## src/design/ffi_pkg.sv

```systemverilog
// Package for the fault flag register block: offsets, bit positions,
// reset values. Assumes an 8-bit register read port from the serial slave.
package ffi_pkg;
  localparam logic [7:0] FLT_BUS_OFFSET = 8'h0b;
  localparam logic [7:0] FLT_OVW_OFFSET = 8'h0c;
  // Bit positions, first flag register
  localparam int BIT_THERMAL_SHUTDOWN_FLAG = 0;
  localparam int BIT_BUS_SHORT = 1;
  localparam int BIT_BUS_UV = 2;
  localparam int BIT_BUS_OV = 3;
  localparam int BIT_BUS_LIM = 4;
  localparam int BIT_BUS_LIM_UV = 5;
  // Bit positions, second flag register and mask
  localparam int BIT_DATALINE_OVERVOLTAGE_FLAG = 1;
  localparam int BIT_INPUT_OVERVOLTAGE_FLAG = 2;
  localparam int BIT_THERMAL_WARNING_FLAG = 3;
  // Defined-bit masks; everything else reads zero
  localparam logic [7:0] FLT_BUS_USED = 8'h3f;
  localparam logic [7:0] FLT_OVW_USED = 8'h0e;
  localparam logic [7:0] FLT_RESET = 8'h00;
  localparam logic [7:0] MASK_RESET = 8'h00;
endpackage

```

## src/design/ffi_fault_flags.sv

```systemverilog
// Two clear-on-read fault flag registers with masked interrupt output.
// Assumes comparator levels arrive asynchronously, and that the serial
// slave gives a one-cycle rd_strobe with rd_addr on ref_clk.
// Notes on behaviour
// (RULE1) Two read-only flag registers at 0xB, 0xC
// (RULE2) Only enabled flags reach the interrupt; first-register flags here have no mask and always do
// (RULE3) Read clears flag unless condition persists
// (RULE4) Bit5 sets on limit plus undervoltage
// (RULE5) Bit4 sets on bus current limit
// (RULE6) Limit flags never set when trip disabled
// (RULE7) Bit2 sets on bus undervoltage
// (RULE8) Bit1 sets on bus ground short
// (RULE9) Bit0 thermal shutdown, bit3 bus overvoltage
// (RULE10) Second register bit3 on thermal warning
// (RULE11) Second register bit2 on input overvoltage
// (RULE12) Second register bit1 on data overvoltage
// (RULE13) Mask bits 3..1 gate, reset zero
// (RULE14) Unused bits read zero, flags reset zero
// (RULE15) Interrupt follows any enabled set flag
`timescale 1ns/1ps
module ffi_fault_flags
(
  input wire logic ref_clk,
  input wire logic rst_n,
  input wire logic bus_current_limit_flag,
  input wire logic bus_overvoltage_flag,
  input wire logic bus_undervoltage_flag,
  input wire logic bus_ground_short_flag,
  input wire logic thermal_shutdown_flag,
  input wire logic thermal_warning_flag,
  input wire logic input_overvoltage_flag,
  input wire logic dataline_overvoltage_flag,
  input wire logic current_trip_enable,
  input wire logic thermal_warning_enable,
  input wire logic input_overvoltage_enable,
  input wire logic dataline_overvoltage_enable,
  input wire logic rd_strobe,
  input wire logic [7:0] rd_addr,
  output logic [7:0] rd_data,
  output logic irq_n
);
  localparam int NCOND = 11;
  logic [NCOND-1:0] sync1_reg;
  logic [NCOND-1:0] sync2_reg;
  logic [7:0] bus_cond;
  logic [7:0] ovw_cond;
  logic [7:0] bus_flags_reg;
  logic [7:0] ovw_flags_reg;
  logic [7:0] mask_reg;
  logic [7:0] bus_flags_next;
  logic [7:0] ovw_flags_next;
  logic rd_bus;
  logic rd_ovw;
  logic irq_next;

  function automatic logic hit(input logic [7:0] a, input logic [7:0] off);
    hit = (a == off);
  endfunction

  // Two-stage synchronisers for comparator and strap levels
  always_ff @(posedge ref_clk or negedge rst_n)
  begin
    if (!rst_n)
    begin
      sync1_reg <= '0;
      sync2_reg <= '0;
    end
    else
    begin
      sync1_reg <= {current_trip_enable, bus_current_limit_flag,
        bus_overvoltage_flag, bus_undervoltage_flag,
        bus_ground_short_flag, thermal_shutdown_flag,
        thermal_warning_flag, input_overvoltage_flag,
        dataline_overvoltage_flag, thermal_warning_enable,
        input_overvoltage_enable};
      sync2_reg <= sync1_reg;
    end
  end

  // Live condition vectors, placed at flag bit positions
  always_comb
  begin
    bus_cond = 8'h00;
    ovw_cond = 8'h00;
    bus_cond[ffi_pkg::BIT_BUS_LIM] = sync2_reg[10] & sync2_reg[9]; // RULE5 RULE6
    bus_cond[ffi_pkg::BIT_BUS_LIM_UV] = sync2_reg[10] & sync2_reg[9]
      & sync2_reg[7]; // RULE4 RULE6
    bus_cond[ffi_pkg::BIT_BUS_OV] = sync2_reg[8]; // RULE9
    bus_cond[ffi_pkg::BIT_BUS_UV] = sync2_reg[7]; // RULE7
    bus_cond[ffi_pkg::BIT_BUS_SHORT] = sync2_reg[6]; // RULE8
    bus_cond[ffi_pkg::BIT_THERMAL_SHUTDOWN_FLAG] = sync2_reg[5]; // RULE9
    ovw_cond[ffi_pkg::BIT_THERMAL_WARNING_FLAG] = sync2_reg[4]; // RULE10
    ovw_cond[ffi_pkg::BIT_INPUT_OVERVOLTAGE_FLAG] = sync2_reg[3]; // RULE11
    ovw_cond[ffi_pkg::BIT_DATALINE_OVERVOLTAGE_FLAG] = sync2_reg[2]; // RULE12
  end

  // Data-line enable has its own synchroniser pair
  logic dov_en1_reg;
  logic dov_en2_reg;
  always_ff @(posedge ref_clk or negedge rst_n)
  begin
    if (!rst_n)
    begin
      dov_en1_reg <= 1'b0;
      dov_en2_reg <= 1'b0;
    end
    else
    begin
      dov_en1_reg <= dataline_overvoltage_enable;
      dov_en2_reg <= dov_en1_reg;
    end
  end

  // Enables collected at their mask positions
  always_ff @(posedge ref_clk or negedge rst_n)
  begin
    if (!rst_n)
      mask_reg <= ffi_pkg::MASK_RESET; // RULE13
    else
    begin
      mask_reg <= 8'h00;
      mask_reg[ffi_pkg::BIT_THERMAL_WARNING_FLAG] <= sync2_reg[1]; // RULE13
      mask_reg[ffi_pkg::BIT_INPUT_OVERVOLTAGE_FLAG] <= sync2_reg[0]; // RULE13
      mask_reg[ffi_pkg::BIT_DATALINE_OVERVOLTAGE_FLAG] <= dov_en2_reg; // RULE13
    end
  end

  assign rd_bus = rd_strobe && hit(rd_addr, ffi_pkg::FLT_BUS_OFFSET);
  assign rd_ovw = rd_strobe && hit(rd_addr, ffi_pkg::FLT_OVW_OFFSET);

  // Read clears, but a live condition sets again in the same cycle
  always_comb
  begin
    bus_flags_next = (rd_bus ? 8'h00 : bus_flags_reg) | bus_cond; // RULE3
    ovw_flags_next = (rd_ovw ? 8'h00 : ovw_flags_reg) | ovw_cond; // RULE3
    bus_flags_next = bus_flags_next & ffi_pkg::FLT_BUS_USED; // RULE14
    ovw_flags_next = ovw_flags_next & ffi_pkg::FLT_OVW_USED; // RULE14
  end

  // Flag registers, set regardless of mask
  always_ff @(posedge ref_clk or negedge rst_n)
  begin
    if (!rst_n)
    begin
      bus_flags_reg <= ffi_pkg::FLT_RESET; // RULE14
      ovw_flags_reg <= ffi_pkg::FLT_RESET;
    end
    else
    begin
      bus_flags_reg <= bus_flags_next; // RULE1 RULE2
      ovw_flags_reg <= ovw_flags_next; // RULE1
    end
  end

  // Read data registered; unmapped addresses read zero
  always_ff @(posedge ref_clk or negedge rst_n)
  begin
    if (!rst_n)
      rd_data <= 8'h00;
    else if (rd_bus)
      rd_data <= bus_flags_reg; // RULE1
    else if (rd_ovw)
      rd_data <= ovw_flags_reg; // RULE1
    else if (rd_strobe)
      rd_data <= 8'h00;
  end

  // First register has no mask bits here, so its flags always count
  assign irq_next = (|bus_flags_next) | (|(ovw_flags_next & mask_reg));
  always_ff @(posedge ref_clk or negedge rst_n)
  begin
    if (!rst_n)
      irq_n <= 1'b1;
    else
      irq_n <= ~irq_next; // RULE2 RULE15
  end

  // Interrupt level mirrors the present flag registers and the mask of the cycle before,
  // since irq_n registers the next flags with the current mask_reg; a mask change
  // therefore shows one cycle late on the pin
  a_irq_follows: assert property ( // RULE15
    @(posedge ref_clk) disable iff (!rst_n)
    !irq_n == ((|bus_flags_reg) || (|(ovw_flags_reg & $past(mask_reg)))))
    else $error("irq not following flags");
  a_masked_quiet: assert property ( // RULE2
    @(posedge ref_clk) disable iff (!rst_n)
    (bus_flags_reg == 8'h00 && (ovw_flags_reg & mask_reg) == 8'h00
     && !irq_next) |=> irq_n)
    else $error("irq without enabled flag");

  // Read clearing: a live condition must win over the clear
  a_persist_read: assert property ( // RULE3
    @(posedge ref_clk) disable iff (!rst_n)
    (rd_ovw && ovw_cond[ffi_pkg::BIT_INPUT_OVERVOLTAGE_FLAG])
    |=> ovw_flags_reg[ffi_pkg::BIT_INPUT_OVERVOLTAGE_FLAG])
    else $error("persisting flag cleared");
  a_read_clears: assert property ( // RULE3
    @(posedge ref_clk) disable iff (!rst_n)
    (rd_bus && bus_cond == 8'h00) |=> bus_flags_reg == 8'h00)
    else $error("read did not clear");

  // Flag setting and the bits that must stay quiet
  a_trip_off: assert property ( // RULE6
    @(posedge ref_clk) disable iff (!rst_n)
    !sync2_reg[10] |-> bus_cond[5:4] == 2'b00)
    else $error("limit flag with trip off");
  a_unused_zero: assert property ( // RULE14
    @(posedge ref_clk) disable iff (!rst_n)
    (bus_flags_reg[7:6] == 2'b00) && (ovw_flags_reg[0] == 1'b0)
    && (ovw_flags_reg[7:4] == 4'h0))
    else $error("unused bit set");
  a_uv_sets: assert property ( // RULE7
    @(posedge ref_clk) disable iff (!rst_n)
    sync2_reg[7] |=> bus_flags_reg[ffi_pkg::BIT_BUS_UV])
    else $error("undervoltage flag missed");
  a_short_sets: assert property ( // RULE8
    @(posedge ref_clk) disable iff (!rst_n)
    sync2_reg[6] |=> bus_flags_reg[ffi_pkg::BIT_BUS_SHORT])
    else $error("short flag missed");
  a_warn_sets: assert property ( // RULE10
    @(posedge ref_clk) disable iff (!rst_n)
    sync2_reg[4] |=> ovw_flags_reg[ffi_pkg::BIT_THERMAL_WARNING_FLAG])
    else $error("warning flag missed");

  // Main scenarios worth seeing at least once
  c_irq_rise: cover property (@(posedge ref_clk) $fell(irq_n));
  c_read_clear: cover property (@(posedge ref_clk)
    rd_bus && bus_flags_reg != 8'h00 ##1 bus_flags_reg == 8'h00);
  c_masked_flag: cover property (@(posedge ref_clk)
    ovw_flags_reg != 8'h00 && (ovw_flags_reg & mask_reg) == 8'h00);
  c_persist_hold: cover property (@(posedge ref_clk)
    rd_ovw && ovw_cond != 8'h00 ##1 ovw_flags_reg != 8'h00);
endmodule // ffi_fault_flags

```

## config.mk

```make
export PLATFORM = sky130hd
export DESIGN_NAME = ffi_fault_flags
export DESIGN_NICKNAME = d
export VERILOG_FILES = /design/src/design/ffi_pkg.sv /design/src/design/ffi_fault_flags.sv
export SDC_FILE = /design/constraint.sdc
export NUM_CORES = 1
export LEC_CHECK = 0
export ABC_CLOCK_PERIOD_IN_PS = 1240
export BUFFER_PORTS_ARGS = -buffer_cell sky130_fd_sc_hd__buf_2
export CAP_MARGIN = 30
export CORE_UTILIZATION = 35
export DETAILED_ROUTE_END_ITERATION = 10
export GPL_TIMING_DRIVEN = 0
export RECOVER_POWER = 100
export SYNTH_ARGS = -nofsm -noshare
export SYNTH_HDL_FRONTEND = slang
export SYNTH_SLANG_ARGS = --single-unit
```

## constraint.sdc

```tcl
create_clock -name ref_clk -period 1.24 [get_ports ref_clk]
set_input_delay 0.31 -clock ref_clk [delete_from_list [all_inputs] [get_ports ref_clk]]
set_output_delay 0.31 -clock ref_clk [all_outputs]
set_load 0.005 [all_outputs]
```

==> impl_results.md <==
- Buffers on Ports: 29
- Post-CTS Hold Fix Bufs: 0
- Worst Hold Endpoint: sync1_reg[2]
- RR Endpoint: irq_n
- Post-synth cell types: 25
- Sw Pwr: a little over 0.5 mW
- Initial antenna violation count: 0
- Area growth from synthesis to layout: 22.6%
- Critical Path AT: around 0.91 ns
- TritonCTS clock tree: yes
- CP startpoint kind: flop
- Avg Vias per Cell: 4.58
- Largest fanout on the critical path: 1
- Die area: approximately 4300 um^2
- Detailed Route Iter0 Violations: 27
- Final wirelength: 2050 um
- Slew headroom: approximately 34%
- Setup tns final: 0 ns
- Hold path cells: 1
- Fin. max-slew vios: 0
- CTS resizes: 0
- Final ANT Viol Nets: 0
- Routed vias: between 800 and 900
- Delay-heaviest family, CP: flip-flops
- DRT Pass-1 Iters: 4
- Tot Pwr: around 2.6 mW
- Max Cap Violations: 0
- Worst-case reg-to-reg path depth: 3
- Power density over cell area: between 1500 and 2000 nW/um^2
- Average instance area after synthesis: 15.7 um^2
- Sw frac: between 10% and 20%
- Worst Skew: between 0.006 and 0.007 ns
- Root Buffer: clkbuf_8
- Yosys warns: 0
- Final nets: 150
- Synth async-reset ratio: 100%
- Min Tclk post-route: 1.22 ns
- Mapped Area: 1400 um^2
- Internal cell power: between 2 and 2.5 mW
- Type of the most critical hold path: primary input to flop
- Die X-Extent: between 60 and 70 um
- Largest net degree at the start of global routing: 44
- Total CTS buffers: 5
- DRC Markers: 0
- Setup violations, final: 0
- Worst path bufs/invs: 1
- Setup ws final: approximately 0.023 ns
- Post-synth top area cell: dfrtp_1
- Vias in the first global route: about 810
- Leak: approximately 0.76 nW
- Worst-case vdd ir drop: about 0.00085 V
- Ys flop type: dfrtp_1
- Number of synthesized flops with an enable pin: 0
- Worst Hold Launch: dataline_overvoltage_flag
- CP cell instances: buf_2
- Number of clock sinks: 43
- Initial core utilization: 37.4%
- Pre-CTS setup slack: -0.230 ns
- Post-placement cell area: 1610 um^2
- Gp weighted congestion: 0.740
- Rows: 22
- Sequential share of the synthesized area: around three quarters
- Share of layout cells above drive strength 1: 32.0%
- Core footprint: around 3700 um^2
- CTS max path bufs: 2
- Flop pwr share: between 50% and 60%
- Final hold violation count: 0
- R2R Setup Slk: 0.12 ns
- Count leader, synth: dfrtp_1
- Final Cycle Share: just under 100%
- Mapped Cells: 89
- Setup repair after global routing missed its margin: false
- WL/cell: approximately 12 um
- RR Startpoint: bus_flags_reg[2]
- GRT overflow: 0
- Ranking of synthesized cells by area: dfrtp_1 (75%), a21o_1 (3.8%), a22o_1 (2.5%), dfstp_2 (1.9%), o21ai_0 (1.8%)
- Max Clock Freq: 0.822 GHz
- Fill cell count: approximately 360
- Slowest CP cell: dfstp_2
- Die Y: around 65 um
- CTS HTree Levels: 2
- Combinational cell fraction of total power: under 10%
- Max incr delay on CP: 0.52 ns
- Clk_lat worst skew: 0.28 ns
- Clock Power Share: roughly two fifths
- Synth top area share: between 70% and 80%
- Worst-path clk slew: 0.08 ns
- Commonest cells post-synth: dfrtp_1 (42), a21o_1 (7), o21ai_0 (5), a22o_1 (4), inv_1 (4)
- Final Cell Area: around 1700 um^2
- GRT Resource Usage Total: a little under an eighth
- Slew @ Worst Pin: between 0.9 and 1 ns
- Critical path endpoint category: primary output
- Diodes inserted: 0
- IO Pins: 32
- Outcome: finished clean
- Critical path type: flop to primary output
- Worst hold slack: roughly 0.13 ns
- Post-synthesis register bit count: 43
- Global-route wire length before repair: 3570 um
- Worst path required time: just over 0.9 ns
[cell usage in the layout, fill, tap and decap left out, types with 2 or more instances in the layout]
| master | n |
|---|---|
| a21o_1 | 7 |
| a22o_1 | 4 |
| a22oi_1 | 3 |
| buf_2 | 24 |
| buf_4 | 3 |
| clkbuf_1 | 4 |
| clkbuf_2 | 2 |
| clkbuf_8 | 5 |
| conb_1 | 2 |
| dfrtp_1 | 42 |
| inv_1 | 4 |
| nand2_1 | 2 |
| nor2b_1 | 2 |
| nor4_1 | 2 |
| o21ai_0 | 5 |
[area by class of cell]
cell class                 count  area (um^2)  share of cell area (%)
buffer                         3         22.5                    1.31
clock buffer                   5         68.8                    4.01
clock inverter                 3         43.8                    2.55
inverter                       4         15.0                   0.874
multi-input combinational     40          285                    16.6
sequential                    43         1080                    62.7
tap                           48         60.1                    3.50
timing repair buffer          30          145                    8.45
[through the flow]
stage | util [%] | instances
2_1_floorplan | - | 90
3_3_place_gp | 43.0 | 167
3_5_place_dp | 43.0 | 167
4_1_cts | 46.0 | 175
5_1_grt | 45.9 | 176
6_report | 45.9 | 176
[kinds of logic (layout without fill, tap and decap cells)]
group / Yosys count / count (layout) / synth area share (%)
other: 1 / 2 / 0.268
buffers and inverters: 7 / 45 / 2.68
DFF: 43 / 43 / 76.9
AOI/OAI and AO/OA: 24 / 24 / 12.7
and+or+nand+nor: 14 / 14 / 7.50
[timing repair]
item,4_1_cts,5_1_grt
setup endpoints to repair,0,2
buffers inserted,0,1
endpoints found under the hold margin,0,0
[worst max-delay path by stage]
stage / from / to / slack (ns) / cells past startpoint
after floorplan: rd_addr[5] / irq_n / 0.05 / 5
after global placement: rd_addr[5] / bus_flags_reg[5] / -0.20 / 4
after detailed placement: rd_addr[5] / bus_flags_reg[5] / -0.23 / 4
after CTS: irq_n / irq_n / 0.02 / 1
after global routing: irq_n / irq_n / 0.0008 / 1
final: irq_n / irq_n / 0.02 / 1
[power groups by stage]
stage | Sequential (mW) | Clock (mW) | Combinational, mW
6_report | 1.47 | 1.04 | 0.0902
3_5_place_dp | 1.50 | 0 | 0.0941
4_1_cts | 1.47 | 1.07 | 0.0944
5_1_grt | 1.47 | 1.13 | 0.105
3_3_place_gp | 1.50 | 0 | 0.0905
2_1_floorplan | 1.49 | 0 | 0.0253
[per-layer routing]
metal	share of wire (%)	global-route usage, %	vias up	routed length, um
li1	-	-	388	-
met1	45	13.5	380	917
met2	45	18.4	33	934
met3	8.2	3.65	5	168
met4	1.6	5.71	0	33
met5	0	0	-	0
(Power assumes the default switching activity.)
